**src/inc/slp_pkg.sv**
```systemverilog
// constants and carrier types for the line and path overhead monitor registers
package slp_pkg;
   // register indices; bus byte address is four times the index
   localparam logic [5:0] IDX_MASTER_LOAD   = 6'h00;
   localparam logic [5:0] IDX_LINE_PAR_LOW  = 6'h1a;
   localparam logic [5:0] IDX_LINE_PAR_MID  = 6'h1b;
   localparam logic [5:0] IDX_LINE_PAR_HIGH = 6'h1c;
   localparam logic [5:0] IDX_LINE_FAR_LOW  = 6'h1d;
   localparam logic [5:0] IDX_LINE_FAR_MID  = 6'h1e;
   localparam logic [5:0] IDX_LINE_FAR_HIGH = 6'h1f;
   localparam logic [5:0] IDX_TX_CTRL       = 6'h20;
   localparam logic [5:0] IDX_TX_DIAG       = 6'h21;
   localparam logic [5:0] IDX_ALARM_STATUS  = 6'h30;
   localparam logic [5:0] IDX_EVENT_STATUS  = 6'h31;
   localparam logic [5:0] IDX_EVENT_ENABLE  = 6'h33;
   localparam logic [5:0] IDX_LABEL         = 6'h37;
   localparam logic [5:0] IDX_PATH_PAR_LOW  = 6'h38;
   localparam logic [5:0] IDX_PATH_PAR_HIGH = 6'h39;
   // field positions
   localparam int BIT_FAR_ERR    = 0;
   localparam int BIT_PAR_ERR    = 1;
   localparam int BIT_REMOTE     = 2;
   localparam int BIT_AIS        = 3;
   localparam int BIT_PTR_LOSS   = 5;
   localparam int BIT_LABEL      = 7;
   localparam logic [7:0] ALARM_RSV_MASK = 8'h81;
   localparam logic [2:0] RDI_CODE       = 3'b110;
   // reset values
   localparam logic [7:0]  RST_BYTE = 8'h00;
   localparam logic [19:0] RST_CNT  = 20'h00000;
   // poll transfer must finish inside this time
   localparam int POLL_TIME_NS   = 7000;
   localparam int CLK_PERIOD_NS  = 10;
   localparam int POLL_MAX_CYC   = POLL_TIME_NS / CLK_PERIOD_NS;
   localparam logic [1:0] LABEL_FRAMES = 2'd3;

   typedef struct packed {
      logic       line_par_err;
      logic       line_far_err;
      logic       path_par_err;
      logic       path_far_err;
      logic       remote;
      logic       ais;
      logic       ptr_loss;
      logic       frame;
      logic [7:0] label;
   } slp_rx_ev_t;

   typedef struct packed {
      logic       valid;
      logic       k2_slot;
      logic       b2_slot;
      logic [7:0] data;
   } slp_tx_byte_t;
endpackage

```
**src/slp_oh_monitor_regs.sv**
```systemverilog
// apb register bank for sonet line and path overhead monitoring and insertion
//
// Our own choice: the APB slave port.
`timescale 1ns/1ps
`default_nettype none

// What this block does
// RULE1: count line parity errors, twenty bits, readable
// RULE2: poll write latches counts, restarts accumulation
// RULE3: master address write loads all meters
// RULE4: count line far end errors, twenty bits
// RULE5: same poll latches and restarts far count
// RULE6: far count spread over three byte registers
// RULE7: remote defect control sends 110 in K2
// RULE8: software writes zero to reserved bits
// RULE9: corruption bit inverts transmitted B2 bytes
// RULE10: alarm status shows remote, ais, pointer loss
// RULE11: path parity and path far error events set flags
// RULE12: alarm change in either direction sets flag
// RULE13: accepted label change sets bit seven
// RULE14: reading event status clears all flags
// RULE15: enabled error events raise interrupt
// RULE16: enabled alarm or label changes raise interrupt
// RULE17: label accepted after three equal frames
// RULE18: path parity count low byte readable
// RULE19: line parity count over three byte registers
// RULE20: path parity high byte latched likewise
// RULE21: interrupt is OR of enabled flags, held
module slp_oh_monitor_regs
(
   input  wire logic                 clk,
   input  wire logic                 sys_rst,
   input  wire logic                 psel,
   input  wire logic                 penable,
   input  wire logic                 pwrite,
   input  wire logic [7:0]           paddr,
   input  wire logic [31:0]          pwdata,
   output logic      [31:0]          prdata,
   output logic                      pready,
   output logic                      pslverr,
   input  wire slp_pkg::slp_rx_ev_t  rx_ev,
   input  wire slp_pkg::slp_tx_byte_t tx_in,
   output var slp_pkg::slp_tx_byte_t tx_out,
   output logic                      meter_load,
   output logic                      irq
);
   import slp_pkg::*;

   typedef struct packed {
      logic         pready;
      logic         pslverr;
      logic [31:0]  prdata;
      logic [19:0]  line_par_acc;
      logic [19:0]  line_par_hold;
      logic [19:0]  line_far_acc;
      logic [19:0]  line_far_hold;
      logic [15:0]  path_par_acc;
      logic [15:0]  path_par_hold;
      logic [6:0]   tx_ctrl;
      logic         corrupt;
      logic [7:0]   alarm_rsv;
      logic [7:0]   enable;
      logic [7:0]   flags;
      logic [2:0]   alarm_prev;
      logic [7:0]   label;
      logic [7:0]   label_cand;
      logic [1:0]   label_cnt;
      logic         meter_load;
      logic         irq;
      slp_tx_byte_t tx;
   } slp_state_t;

   slp_state_t s_q;
   slp_state_t s_d;

   // saturating accumulate; a restart keeps a coincident event
   function automatic logic [19:0] acc20(input logic [19:0] acc,
                                         input logic        inc,
                                         input logic        restart);
      logic [19:0] base;
      base = restart ? RST_CNT : acc;
      if (inc && (base != 20'hfffff))
      begin
         base = base + 20'h00001;
      end
      return base;
   endfunction

   logic [5:0]  idx;
   logic        addr_ok;
   logic        xfer_done;
   logic        wr_done;
   logic        rd_done;
   logic [7:0]  rd_byte;
   logic        mapped;
   logic        line_poll;
   logic        path_poll;
   logic        master_poll;
   logic [2:0]  alarm_now;
   logic [7:0]  flag_set;
   logic        read_clear;

   assign idx         = paddr[7:2];
   assign addr_ok     = (paddr[1:0] == 2'b00);
   assign xfer_done   = psel && penable && s_q.pready;
   assign wr_done     = xfer_done && pwrite && !s_q.pslverr;
   assign rd_done     = xfer_done && !pwrite && !s_q.pslverr;
   assign alarm_now   = {rx_ev.ptr_loss, rx_ev.ais, rx_ev.remote};
   assign master_poll = wr_done && (idx == IDX_MASTER_LOAD);
   assign line_poll   = master_poll ||                               // RULE3
                        (wr_done && (idx >= IDX_LINE_PAR_LOW) && (idx <= IDX_LINE_FAR_HIGH));
   assign path_poll   = master_poll ||                               // RULE3
                        (wr_done && ((idx == IDX_PATH_PAR_LOW) || (idx == IDX_PATH_PAR_HIGH)));
   assign read_clear  = rd_done && (idx == IDX_EVENT_STATUS);

   // read mux; unmapped indices answer with an error
   always_comb
   begin
      rd_byte = RST_BYTE;
      mapped  = 1'b1;
      case (idx)
         IDX_MASTER_LOAD:   rd_byte = RST_BYTE;
         IDX_LINE_PAR_LOW:  rd_byte = s_q.line_par_hold[7:0];        // RULE19
         IDX_LINE_PAR_MID:  rd_byte = s_q.line_par_hold[15:8];       // RULE19
         IDX_LINE_PAR_HIGH: rd_byte = {4'h0, s_q.line_par_hold[19:16]}; // RULE19
         IDX_LINE_FAR_LOW:  rd_byte = s_q.line_far_hold[7:0];        // RULE6
         IDX_LINE_FAR_MID:  rd_byte = s_q.line_far_hold[15:8];       // RULE6
         IDX_LINE_FAR_HIGH: rd_byte = {4'h0, s_q.line_far_hold[19:16]}; // RULE6
         IDX_TX_CTRL:       rd_byte = {1'b0, s_q.tx_ctrl};
         IDX_TX_DIAG:       rd_byte = {7'h00, s_q.corrupt};
         IDX_ALARM_STATUS:                                           // RULE10
         begin
            rd_byte = s_q.alarm_rsv;
            rd_byte[BIT_REMOTE]   = rx_ev.remote;
            rd_byte[BIT_AIS]      = rx_ev.ais;
            rd_byte[BIT_PTR_LOSS] = rx_ev.ptr_loss;
         end
         IDX_EVENT_STATUS:  rd_byte = s_q.flags;
         IDX_EVENT_ENABLE:  rd_byte = s_q.enable;
         IDX_LABEL:         rd_byte = s_q.label;
         IDX_PATH_PAR_LOW:  rd_byte = s_q.path_par_hold[7:0];        // RULE18
         IDX_PATH_PAR_HIGH: rd_byte = s_q.path_par_hold[15:8];       // RULE20
         default:           mapped  = 1'b0;
      endcase
   end

   always_comb
   begin
      s_d = s_q;
      flag_set = 8'h00;

      // apb: one wait state so read data leaves a flop
      s_d.pready = 1'b0;
      if (psel && penable && !s_q.pready)
      begin
         s_d.pready  = 1'b1;
         s_d.pslverr = !(mapped && addr_ok);
         // a refused read answers zero, whatever the index decodes to
         s_d.prdata  = (pwrite || !(mapped && addr_ok)) ? 32'h00000000 : {24'h000000, rd_byte};
      end
      else if (xfer_done)
      begin
         s_d.pslverr = 1'b0;
      end

      if (wr_done)
      begin
         case (idx)
            IDX_TX_CTRL:      s_d.tx_ctrl   = pwdata[6:0];           // RULE8
            IDX_TX_DIAG:      s_d.corrupt   = pwdata[0];
            IDX_ALARM_STATUS: s_d.alarm_rsv = pwdata[7:0] & ALARM_RSV_MASK;
            IDX_EVENT_ENABLE: s_d.enable    = pwdata[7:0];
            default:          s_d.enable    = s_q.enable;
         endcase
      end

      // line meters: poll moves count to holding and restarts
      if (line_poll)
      begin
         s_d.line_par_hold = s_q.line_par_acc;                        // RULE2
         s_d.line_far_hold = s_q.line_far_acc;                        // RULE5
      end
      s_d.line_par_acc = acc20(s_q.line_par_acc, rx_ev.line_par_err, line_poll); // RULE1
      s_d.line_far_acc = acc20(s_q.line_far_acc, rx_ev.line_far_err, line_poll); // RULE4

      // path parity meter, saturating at all ones
      if (path_poll)
      begin
         s_d.path_par_hold = s_q.path_par_acc;                        // RULE20
         s_d.path_par_acc  = {15'h0, rx_ev.path_par_err};
      end
      else if (rx_ev.path_par_err && (s_q.path_par_acc != 16'hffff))
      begin
         s_d.path_par_acc = s_q.path_par_acc + 16'h0001;
      end

      // label persistence: three equal frames before acceptance
      if (rx_ev.frame)
      begin
         if (rx_ev.label == s_q.label)
         begin
            s_d.label_cnt = 2'd0;
         end
         else if ((rx_ev.label == s_q.label_cand) && (s_q.label_cnt != 2'd0))
         begin
            if (s_q.label_cnt == LABEL_FRAMES - 2'd1)
            begin
               s_d.label     = rx_ev.label;                           // RULE17
               s_d.label_cnt = 2'd0;
               flag_set[BIT_LABEL] = 1'b1;                            // RULE13
            end
            else
            begin
               s_d.label_cnt = s_q.label_cnt + 2'd1;
            end
         end
         else
         begin
            s_d.label_cand = rx_ev.label;
            s_d.label_cnt  = 2'd1;
         end
      end

      // event flags; a set in the clearing cycle survives
      s_d.alarm_prev = alarm_now;
      flag_set[BIT_FAR_ERR]  = rx_ev.path_far_err;                    // RULE11
      flag_set[BIT_PAR_ERR]  = rx_ev.path_par_err;                    // RULE11
      flag_set[BIT_REMOTE]   = alarm_now[0] ^ s_q.alarm_prev[0];      // RULE12
      flag_set[BIT_AIS]      = alarm_now[1] ^ s_q.alarm_prev[1];      // RULE12
      flag_set[BIT_PTR_LOSS] = alarm_now[2] ^ s_q.alarm_prev[2];      // RULE12
      s_d.flags = (read_clear ? 8'h00 : s_q.flags) | flag_set;        // RULE14
      s_d.irq   = |(s_d.flags & s_d.enable);                          // RULE15 RULE16 RULE21

      s_d.meter_load = master_poll;                                   // RULE3

      // transmit overhead insertion
      s_d.tx = tx_in;
      if (tx_in.valid && tx_in.k2_slot && s_q.tx_ctrl[0])
      begin
         s_d.tx.data[2:0] = RDI_CODE;                                 // RULE7
      end
      if (tx_in.valid && tx_in.b2_slot && s_q.corrupt)
      begin
         s_d.tx.data = ~tx_in.data;                                   // RULE9
      end
   end

   always_ff @(posedge clk or posedge sys_rst)
   begin
      if (sys_rst)
      begin
         s_q <= '0;
      end
      else
      begin
         s_q <= s_d;
      end
   end

   assign prdata     = s_q.prdata;
   assign pready     = s_q.pready;
   assign pslverr    = s_q.pslverr;
   assign tx_out     = s_q.tx;
   assign meter_load = s_q.meter_load;
   assign irq        = s_q.irq;
endmodule

`default_nettype wire

```
**config.mk**
```make
export PLATFORM = sky130hd
export DESIGN_NAME = slp_oh_monitor_regs
export DESIGN_NICKNAME = d
export VERILOG_FILES = /design/src/inc/slp_pkg.sv /design/src/slp_oh_monitor_regs.sv
export SDC_FILE = /design/constraint.sdc
export NUM_CORES = 1
export LEC_CHECK = 0
export BUFFER_PORTS_ARGS = -buffer_cell sky130_fd_sc_hd__buf_4
export CORE_AREA = 2 2 131 196
export DETAILED_ROUTE_END_ITERATION = 10
export DIE_AREA = 0 0 133 198
export PLACE_DENSITY = 0.63
export SLEW_MARGIN = 20
export SYNTH_ARGS = -nofsm -noshare
export SYNTH_HDL_FRONTEND = slang
export SYNTH_SLANG_ARGS = --single-unit
export TNS_END_PERCENT = 30
```
**constraint.sdc**
```tcl
create_clock -name clk -period 5.01 [get_ports clk]
set_input_delay 0.501 -clock clk [delete_from_list [all_inputs] [get_ports clk]]
set_output_delay 0.501 -clock clk [all_outputs]
set_load 0.01 [all_outputs]
```
======== Yosys cells after proc, flatten, opt, wreduce, memory -nomap -nowiden ========
Cells that the tools add are included.
operators by class
  bitwise operators ....................... 8
  mux-type cells .......................... 24
  reduce and logical (&&, ||, !) cells .... 41
  add/sub/neg operators ................... 4
  eq/ne operators ......................... 20
  magnitude comparators ................... 2
operators by type and width
  operator                 number
  $pmux W8 S14             1
  $mux W20                 4
  $eq A6 B6 Y1 const B     8
  $add A20 B1 Y20 const B  2
  $mux W8                  5
  $ne A20 B20 Y1 const B   2
  $eq A6 B5 Y1 const B     6
  $mux W16                 2
  $logic_and A1 B1 Y1      21
  $add A16 B1 Y16 const B  1
  $eq A8 B8 Y1             2
  $ne A16 B16 Y1 const B   1
  $reduce_or A15 Y1        1
  $and A8 B8 Y8            1
  $mux W1                  8
  $not A8 Y8               1
  $or A8 B8 Y8             1
  $reduce_or A8 Y1         1
  $ge A6 B5 Y1 const B     1
  $le A6 B5 Y1 const B     1
  $logic_not A6 Y1         1
  $mux W2                  3
  $reduce_and A2 Y1        3
  $reduce_bool A2 Y1       3
  other kinds (10)         19
word-level totals
  register bits ........................... 206
  logic and storage cells ................. 123
  output and inout port bits .............. 47

======== Longest topological paths before layout ========
Gate-level depths: netlist (run 1).
  depth after elaboration ................. 11
  gate-level depth with buffers ........... 14
  mapped depth without buffers ............ 11

======== Worst setup path before layout (run 1) ========
OpenSTA, ideal clock, no wires.
  kind .................................... input to register
  start ................................... input port paddr[2]
  end ..................................... register s_q[119] (netlist name)
  arrival time ............................ 3.108 ns
  slack ................................... 1.777 ns
  stages .................................. 13
  required time ........................... 4.885 ns
  setup time .............................. 0.125 ns
  path through ............................ buf_2 -> nor2_1 -> a2bb2oi_1 -> or2_2 -> buf_2 -> and2_1 -> ha_1 -> and3_1 -> and2_1 -> o21ai_1 -> clkbuf_1 -> o21ai_0 -> mux2_2
RTL lines
  item                  line                        text
  from (decl)           slp_oh_monitor_regs.sv:36   input wire logic [7:0] paddr,
  to (signal assigned)  slp_oh_monitor_regs.sv:252  s_q <= '0;
  to (signal assigned)  slp_oh_monitor_regs.sv:256  s_q <= s_d;
  to (decl)             slp_oh_monitor_regs.sv:73   slp_state_t s_q;

==> results of run 1 <==
[worst paths after layout]
kind | from | cells after the start | end
max in group asynchronous | sys_rst | 3 | pready
worst max-delay path | pslverr | 12 | s_q[127]
worst min register to register | s_q[152] | 2 | s_q[152]
min in group asynchronous | sys_rst | 3 | prdata[5]
worst min-delay path | tx_in[9] | 1 | tx_out[9]
worst max register to register | pslverr | 12 | s_q[127]
[where the power goes]
group | leakage, nW | internal (mW) | total, mW | switching [mW]
Combinational | 1.97 | 0.158 | 0.351 | 0.193
Sequential | 2.42 | 1.56 | 1.67 | 0.102
Clock | 0.290 | 0.707 | 1.34 | 0.631
[cell type report]
type / count / area, um^2
clock buffers: 17 / 425
well taps: 328 / 410
multi-input cells: 634 / 4020
flip-flops and latches: 182 / 4550
clock inverters: 15 / 161
fillers: 2401 / 14600
repair buffers: 77 / 591
inverters: 7 / 30.0
[cells in the mapped netlist (5+ instances only)]
cell | number | area, um^2
sky130_fd_sc_hd__and3_1 | 14 | 87.6
sky130_fd_sc_hd__or3_1 | 10 | 62.6
sky130_fd_sc_hd__dfrtp_1 | 182 | 4550
sky130_fd_sc_hd__o21ai_0 | 18 | 90.1
sky130_fd_sc_hd__nand2_1 | 172 | 646
sky130_fd_sc_hd__xor2_1 | 35 | 307
sky130_fd_sc_hd__nor4_1 | 7 | 43.8
sky130_fd_sc_hd__a222oi_1 | 10 | 100
sky130_fd_sc_hd__a22o_1 | 6 | 52.6
sky130_fd_sc_hd__buf_1 | 5 | 18.8
sky130_fd_sc_hd__mux2i_1 | 7 | 70.1
sky130_fd_sc_hd__a21oi_1 | 14 | 70.1
sky130_fd_sc_hd__nor3_1 | 17 | 85.1
sky130_fd_sc_hd__a22oi_1 | 15 | 113
sky130_fd_sc_hd__clkbuf_1 | 16 | 60.1
sky130_fd_sc_hd__o21ai_1 | 11 | 55.1
sky130_fd_sc_hd__mux2_2 | 54 | 608
sky130_fd_sc_hd__a21o_1 | 6 | 45.0
sky130_fd_sc_hd__buf_2 | 12 | 60.1
sky130_fd_sc_hd__and4_1 | 10 | 87.6
sky130_fd_sc_hd__xnor2_1 | 29 | 254
sky130_fd_sc_hd__inv_1 | 7 | 26.3
sky130_fd_sc_hd__buf_4 | 44 | 330
sky130_fd_sc_hd__nor2_1 | 56 | 210
sky130_fd_sc_hd__nand3_1 | 20 | 100
sky130_fd_sc_hd__nand4_1 | 21 | 131
sky130_fd_sc_hd__and2_1 | 15 | 93.8
[state kept, by name, indices dropped and copies added, names as in the netlist]
name / cells
s_q: 159
tx_out: 11
prdata: 8
irq: 1
meter_load: 1
pready: 1
pslverr: 1
[kinds of logic (layout without fill, tap and decap cells)]
family                     after synthesis  count (layout)
adders and majority gates                3               3
buffers and inverters                   85             116
and+or+nand+nor                        371             371
muxes                                   64              64
xor gates and xnor gates                64              64
DFF                                    182             182
other                                    1              24
AOI/OAI and AO/OA                      108             108
[through the flow]
| stage | hold slack, ps | instances | setup slack, ps | instance area [um^2] | power (mW) |
|---|---|---|---|---|---|
| after floorplan | 440 | 901 | 1780 | 9070 | 1.94 |
| after global placement | 456 | 1228 | 1320 | 9610 | 2.03 |
| after detailed placement | 465 | 1228 | 1260 | 9610 | 2.05 |
| after CTS | 156 | 1260 | 1410 | 10200 | 3.39 |
| after global routing | 156 | 1260 | 1250 | 10200 | 3.52 |
| final | 176 | 1260 | 1430 | 10200 | 3.36 |
[per-layer routing]
| metal | track usage | up-vias | wire, um |
|---|---|---|---|
| met1 | 0.190 | 3181 | 8360 |
| met3 | 0.0297 | 56 | 703 |
| met5 | 0 | - | 0 |
| met4 | 0.110 | 0 | 1240 |
| li1 | - | 3100 | - |
| met2 | 0.319 | 157 | 11700 |
[worst register-to-register path: stages, from the launching register on]
cell and delay [ps]:
sky130_fd_sc_hd__dfrtp_1 400, sky130_fd_sc_hd__and4b_1 490, sky130_fd_sc_hd__nand3b_1 340, sky130_fd_sc_hd__or2_2 440, sky130_fd_sc_hd__and2_1 200, sky130_fd_sc_hd__ha_1 200
sky130_fd_sc_hd__and3_1 200, sky130_fd_sc_hd__and2_1 220, sky130_fd_sc_hd__o21ai_1 90, sky130_fd_sc_hd__buf_4 200, sky130_fd_sc_hd__o211ai_1 190, sky130_fd_sc_hd__or3_1 390
sky130_fd_sc_hd__a21oi_1 160
[cells in the final DEF (no fill, tap or decap), types with 15 or more instances in the layout]
cell | Yosys | layout
sky130_fd_sc_hd__o21ai_0 | 18 | 18
sky130_fd_sc_hd__mux2_2 | 54 | 54
sky130_fd_sc_hd__conb_1 | 1 | 24
sky130_fd_sc_hd__nand4_1 | 21 | 21
sky130_fd_sc_hd__nor2_1 | 56 | 55
sky130_fd_sc_hd__clkbuf_16 | 0 | 17
sky130_fd_sc_hd__xnor2_1 | 29 | 29
sky130_fd_sc_hd__nor3_1 | 17 | 17
sky130_fd_sc_hd__and2_1 | 15 | 15
sky130_fd_sc_hd__xor2_1 | 35 | 35
sky130_fd_sc_hd__buf_4 | 44 | 76
sky130_fd_sc_hd__dfrtp_1 | 182 | 182
sky130_fd_sc_hd__nand2_1 | 172 | 172
sky130_fd_sc_hd__nand3_1 | 20 | 20
sky130_fd_sc_hd__a22oi_1 | 15 | 15
==> metrics.log, run 1 <==
[metrics] run status: finished clean
[metrics] classification of the worst setup path: register to register
[metrics] ratio of final minimum period to clock period: 0.714
[metrics] count of unique library cells instantiated by Yosys: 66
[metrics] initial antenna violation count: 0
[metrics] Setup violations, final: 0
[metrics] Cells after Synth: 878
[metrics] HPWL reported at the end of detailed placement: 16000 um
[metrics] critical path's top delay family: simple AND/OR/NAND/NOR gates
[metrics] ratio of routed vias to standard cells: 5.15
[metrics] height of the die: 198 um
[metrics] synthesized area: 8980 um^2
[metrics] first-pass GRT wire length: 35800 um
[metrics] static leakage power: 4.69 nW
[metrics] Adder-Cell Fraction of Synth Area: 0.00418
[metrics] DRT antenna net count: 0
[metrics] Relative slew margins: 0.301
[metrics] clock sinks: 182
[metrics] timing-limited maximum frequency: 279 MHz
[metrics] number of levels in the clock H-tree: 4
[metrics] Fin Setup TNS: 0 ps
[metrics] DRC violations left: 0
[metrics] final standard cell utilization of the core: 0.411
[metrics] CTS Buffer Depth: 2
[metrics] largest net degree at the start of global routing: 183
[metrics] Cell Pwr Density: 329 nW/um^2
[metrics] post-cts hold buffer count: 0
[metrics] number of synthesis warnings: 0
[metrics] VDD IR-drop max: 0.236 mV
[metrics] synthesis-stage register bit count: 182
[metrics] unrepaired setup endpoints after global routing: false
[metrics] dominant combinational cell family by area after synthesis: simple AND/OR/NAND/NOR gates
[metrics] final net count: 994
[metrics] register area share after synthesis: 0.507
[metrics] clock tree skew after final layout: 9.25 ps
[metrics] Post-synth ARST share: 1.00
[metrics] fraction of layout instances using a drive strength above 1: 0.194
[metrics] routed length per placed instance: 17.5 um
[metrics] data arrival time of the critical path: 3940 ps
[metrics] Buffers & Inverters on Critical Path: 1
[metrics] drt pass-1 iters: 5
[metrics] max-cap violations: 0
[metrics] Skew-Pair Late Insertion Delay: 440 ps
[metrics] area fraction in and, or, nand and nor cells after synthesis: 0.203
[metrics] overall die width: 133 um
[metrics] Syn Area/Cell: 10.2 um^2
[metrics] crit path cell chain: and4b_1, nand3b_1, or2_2, and2_1, ha_1, and3_1, and2_1, o21ai_1, buf_4, o211ai_1, or3_1, a21oi_1
[metrics] IO buf count: 70
[metrics] total length of routed wires: 22000 um
[metrics] Startpoint Class: register
[metrics] Num CTS Buffers: 17
[metrics] slew at the pin closest to its max-slew limit: 1040 ps
[metrics] library cell used as clock root buffer: sky130_fd_sc_hd__clkbuf_16
[metrics] total number of vias: 6494
[metrics] final hold violation count: 0
[metrics] final weighted congestion of routability-driven global placement: 0.863
[metrics] endpoint kind of the worst setup timing path: register
[metrics] Starting Density: 0.362
[metrics] xor and xnor fraction of the mapped netlist area: 0.0624
[metrics] primary flip-flop cell chosen by synthesis mapping: sky130_fd_sc_hd__dfrtp_1
[metrics] Synth Area in Compound Gates: 0.0847
[metrics] biggest fanout along the worst timing path: 12
[metrics] EDFF count, synth: 0
[metrics] number of antenna repair diodes: 0
[metrics] Starting DRT DRC Count: 591
[metrics] via count of the first global-routing pass: 6531
[metrics] number of placement rows: 71
[metrics] Crit-path slowest cell: sky130_fd_sc_hd__and4b_1
[metrics] max-slew violation count: 0
[metrics] Resized Gates After CTS: 0
[metrics] critical path's largest stage delay: 490 ps
[metrics] worst setup slack for register-to-register paths: 1430 ps
[metrics] Die Area: 26300 um^2
[metrics] total grt overflow: 0
[metrics] Layout Area Growth over Synthesis: 13.5%
[metrics] TritonCTS clock tree: yes
[metrics] Most Frequent Cell on Critical Path: sky130_fd_sc_hd__and2_1
[metrics] required arrival time at the worst endpoint: 5370 ps
[metrics] final period demand of the worst path: 3580 ps
[metrics] setup fix buffers added after clock tree synthesis: 0
[metrics] post-synthesis mux area share: 0.0822
[metrics] top-level port count: 119
[metrics] path type of the worst min-delay path: primary input to register
[metrics] Overall Global Routing Usage: 0.176
[metrics] Clock Pin Slew Worst Setup and Hold Paths: 70 ps
[metrics] area inside the core boundary: 24800 um^2
No activity file was read; power rests on OpenSTA's default activity.
==> inputs of run 2 (changes only) <==
- PLACE_DENSITY: 0.63 -> 0.61
- clock period: 5.01 -> 3.41 ns (I/O delays scaled with it)
==> metrics.log, run 2 (synthesis gave the netlist of run 1 again) <==
[metrics] share of power burned in combinational logic: 0.107 (+0.002)
[metrics] initial antenna violation count: 0 (unchanged)
[metrics] net switching fraction of the power: 0.281 (+0.00476)
[metrics] critical path's top delay family: simple AND/OR/NAND/NOR gates
[metrics] Setup violations, final: 0 (unchanged)
[metrics] data arrival time of the critical path: 3530 ps (-410 ps)
[metrics] Register Area: 4550 um^2 (unchanged)
[metrics] worst hold stages: 1 (unchanged)
[metrics] final net count: 1013 (+1.9%)
[metrics] ratio of routed vias to standard cells: 5.18 (+0.58%)
[metrics] via count of the first global-routing pass: 6610 (+1.2%)
[metrics] Placed Instance Area: 9750 um^2 (+1.5%)
[metrics] path length in cells of the critical path: 11 (-1)
[metrics] clock tree skew after final layout: 8.92 ps (-0.334 ps)
[metrics] Post-Layout Inst Area: 10400 um^2 (+1.7%)
[metrics] Layout Area Growth over Synthesis: 15.4%
[metrics] first-pass GRT wire length: 36500 um (+1.8%)
[metrics] height of the die: 198 um (unchanged)
[metrics] max-slew violation count: 0 (unchanged)
[metrics] Clock Pin Slew Worst Setup and Hold Paths: 80 ps (about the same)
[metrics] fraction of layout instances using a drive strength above 1: 0.208 (+0.0140)
[metrics] number of inserted filler cells in the final layout: 2408 (+0.29%)
[metrics] area of the multi-input gates: 4010 um^2 (-0.16%)
[metrics] flip-flop count of the largest register after layout: 159 (unchanged)
[metrics] unrepaired setup endpoints after global routing: false
[metrics] Top reg by flops: s_q
[metrics] most common cell after layout, fill and taps aside: sky130_fd_sc_hd__dfrtp_1
[metrics] CTS Buffer Depth: 2 (unchanged)
[metrics] number of placement rows: 71 (unchanged)
[metrics] clock sinks: 182 (unchanged)
[metrics] power share of the clock group: 0.404 (+0.005)
[metrics] worst-case reg-to-reg path depth: 11 (-1)
[metrics] ratio of final minimum period to clock period: 0.928 (+0.214)
[metrics] DRT antenna net count: 0 (unchanged)
[metrics] cell-internal power: 3.60 mW (+48%)
[metrics] endpoint kind of the worst setup timing path: register
[metrics] total grt overflow: 0 (unchanged)
[metrics] drt pass-1 iters: 7 (+2)
[metrics] largest net degree at the start of global routing: 52 (-72%)
[metrics] slew at the pin closest to its max-slew limit: 936 ps (-103 ps)
[metrics] total length of routed wires: 22800 um (+3.5%)
[metrics] worst hold slack: 22.4 ps (-153 ps)
[metrics] Die Area: 26300 um^2 (unchanged)
[metrics] Starting Density: 0.362 (unchanged)
[metrics] DRC violations left: 0 (unchanged)
[metrics] overall die width: 133 um (unchanged)
[metrics] final period demand of the worst path: 3160 ps (-414 ps)
[metrics] run status: finished clean
[metrics] Fin Setup TNS: 0 ps (unchanged)
[metrics] Most Frequent Cell on Critical Path: sky130_fd_sc_hd__and2_1
[metrics] static leakage power: 4.79 nW (+2.2%)
[metrics] total number of vias: 6630 (+2.1%)
[metrics] setup fix buffers added after clock tree synthesis: 0 (unchanged)
[metrics] number of levels in the clock H-tree: 4 (unchanged)
[metrics] commonest cells after routing, fill and taps aside: 182 x sky130_fd_sc_hd__dfrtp_1, 172 x sky130_fd_sc_hd__nand2_1, 93 x sky130_fd_sc_hd__buf_4
[metrics] routed length per placed instance: 17.8 um (+1.9%)
[metrics] number of antenna repair diodes: 0 (unchanged)
[metrics] net switching component of the power: 1.40 mW (+52%)
[metrics] top-level port count: 119 (unchanged)
[metrics] Buffers & Inverters on Critical Path: 0 (-1)
[metrics] library cell used as clock root buffer: sky130_fd_sc_hd__clkbuf_16
[metrics] max-cap violations: 0 (unchanged)
[metrics] Crit-path slowest cell: sky130_fd_sc_hd__or3_1
[metrics] Cell Pwr Density: 483 nW/um^2 (+47%)
[metrics] crit path cell chain: and4b_1, nand3b_1, or2_2, and2_1, ha_1, and3_1, and2_1, o21ai_1, o211ai_1, or3_1, a21oi_1
[metrics] Num CTS Buffers: 17 (unchanged)
[metrics] VDD IR-drop max: 0.310 mV (+31%)
[metrics] HPWL reported at the end of detailed placement: 17200 um (+7.4%)
[metrics] critical path's largest stage delay: 400 ps (-90 ps)
[metrics] Relative slew margins: 0.375 (+0.0734)
[metrics] Starting DRT DRC Count: 466 (-21%)
[metrics] TritonCTS clock tree: yes
[metrics] required arrival time at the worst endpoint: 3780 ps (-1590 ps)
[metrics] Overall Global Routing Usage: 0.179 (+0.00328)
[metrics] Startpoint Class: register
[metrics] classification of the worst setup path: register to register
[metrics] final hold violation count: 0 (unchanged)
[metrics] timing-limited maximum frequency: 316 MHz (+13%)
[metrics] final weighted congestion of routability-driven global placement: 0.875 (+1.3%)
[metrics] register share of total power: 0.489 (-0.008)
[metrics] Skew-Pair Late Insertion Delay: 440 ps (about the same)
[metrics] IO buf count: 70 (unchanged)
[metrics] path type of the worst min-delay path: primary input to register
[metrics] biggest fanout along the worst timing path: 7 (-5)
[metrics] area inside the core boundary: 24800 um^2 (unchanged)
run 2: final cells by class:
class	instances	share of cell area
clock buffers	17	0.0411
inverters	7	0.00290
well taps	328	0.0396
multi-input cells	634	0.387
repair buffers	96	0.0722
clock inverters	15	0.0173
flip-flops and latches	182	0.440
run 2: power groups by stage:
stage	logic [mW]	registers (mW)	clock network, mW
6_report	0.535	2.45	2.02
2_1_floorplan	0.398	2.44	0
5_1_grt	0.606	2.47	2.16
4_1_cts	0.544	2.44	2.06
3_5_place_dp	0.540	2.48	0
3_3_place_gp	0.525	2.48	0
run 2: layer usage:
layer	track usage	vias to the layer above	part of all wire
li1	-	3134	-
met1	0.190	3290	0.37
met2	0.338	157	0.55
met3	0.0248	49	0.027
met4	0.102	0	0.049
met5	0	-	0
run 2: path summary, 6_finish.rpt:
check,start,endpoint,slack [ps]
hold / removal,tx_in[8],tx_out[8],20
max in group asynchronous,sys_rst,s_q[105],2550
min in group asynchronous,sys_rst,s_q[82],100
hold reg to reg,s_q[101],s_q[101],480
setup reg to reg,pslverr,s_q[127],250
setup / recovery,pslverr,s_q[127],250
run 2: timing repair:
| item | 4_1_cts | 5_1_grt |
|---|---|---|
| gates resized for setup | 0 | 0 |
| hold buffers | 1 | 0 |
| endpoints found under the setup margin | 0 | 0 |
| hold endpoints to repair | 1 | 0 |
run 2: per-stage QoR:
stage	total power, mW	utilization	instances	setup slack, ps
floorplan	2.84	-	901	305
global placement	3.00	0.393	1246	216
detailed placement	3.02	0.393	1246	206
CTS	5.05	0.418	1279	261
global route	5.23	0.418	1279	73.1
finish	5.00	0.418	1279	245
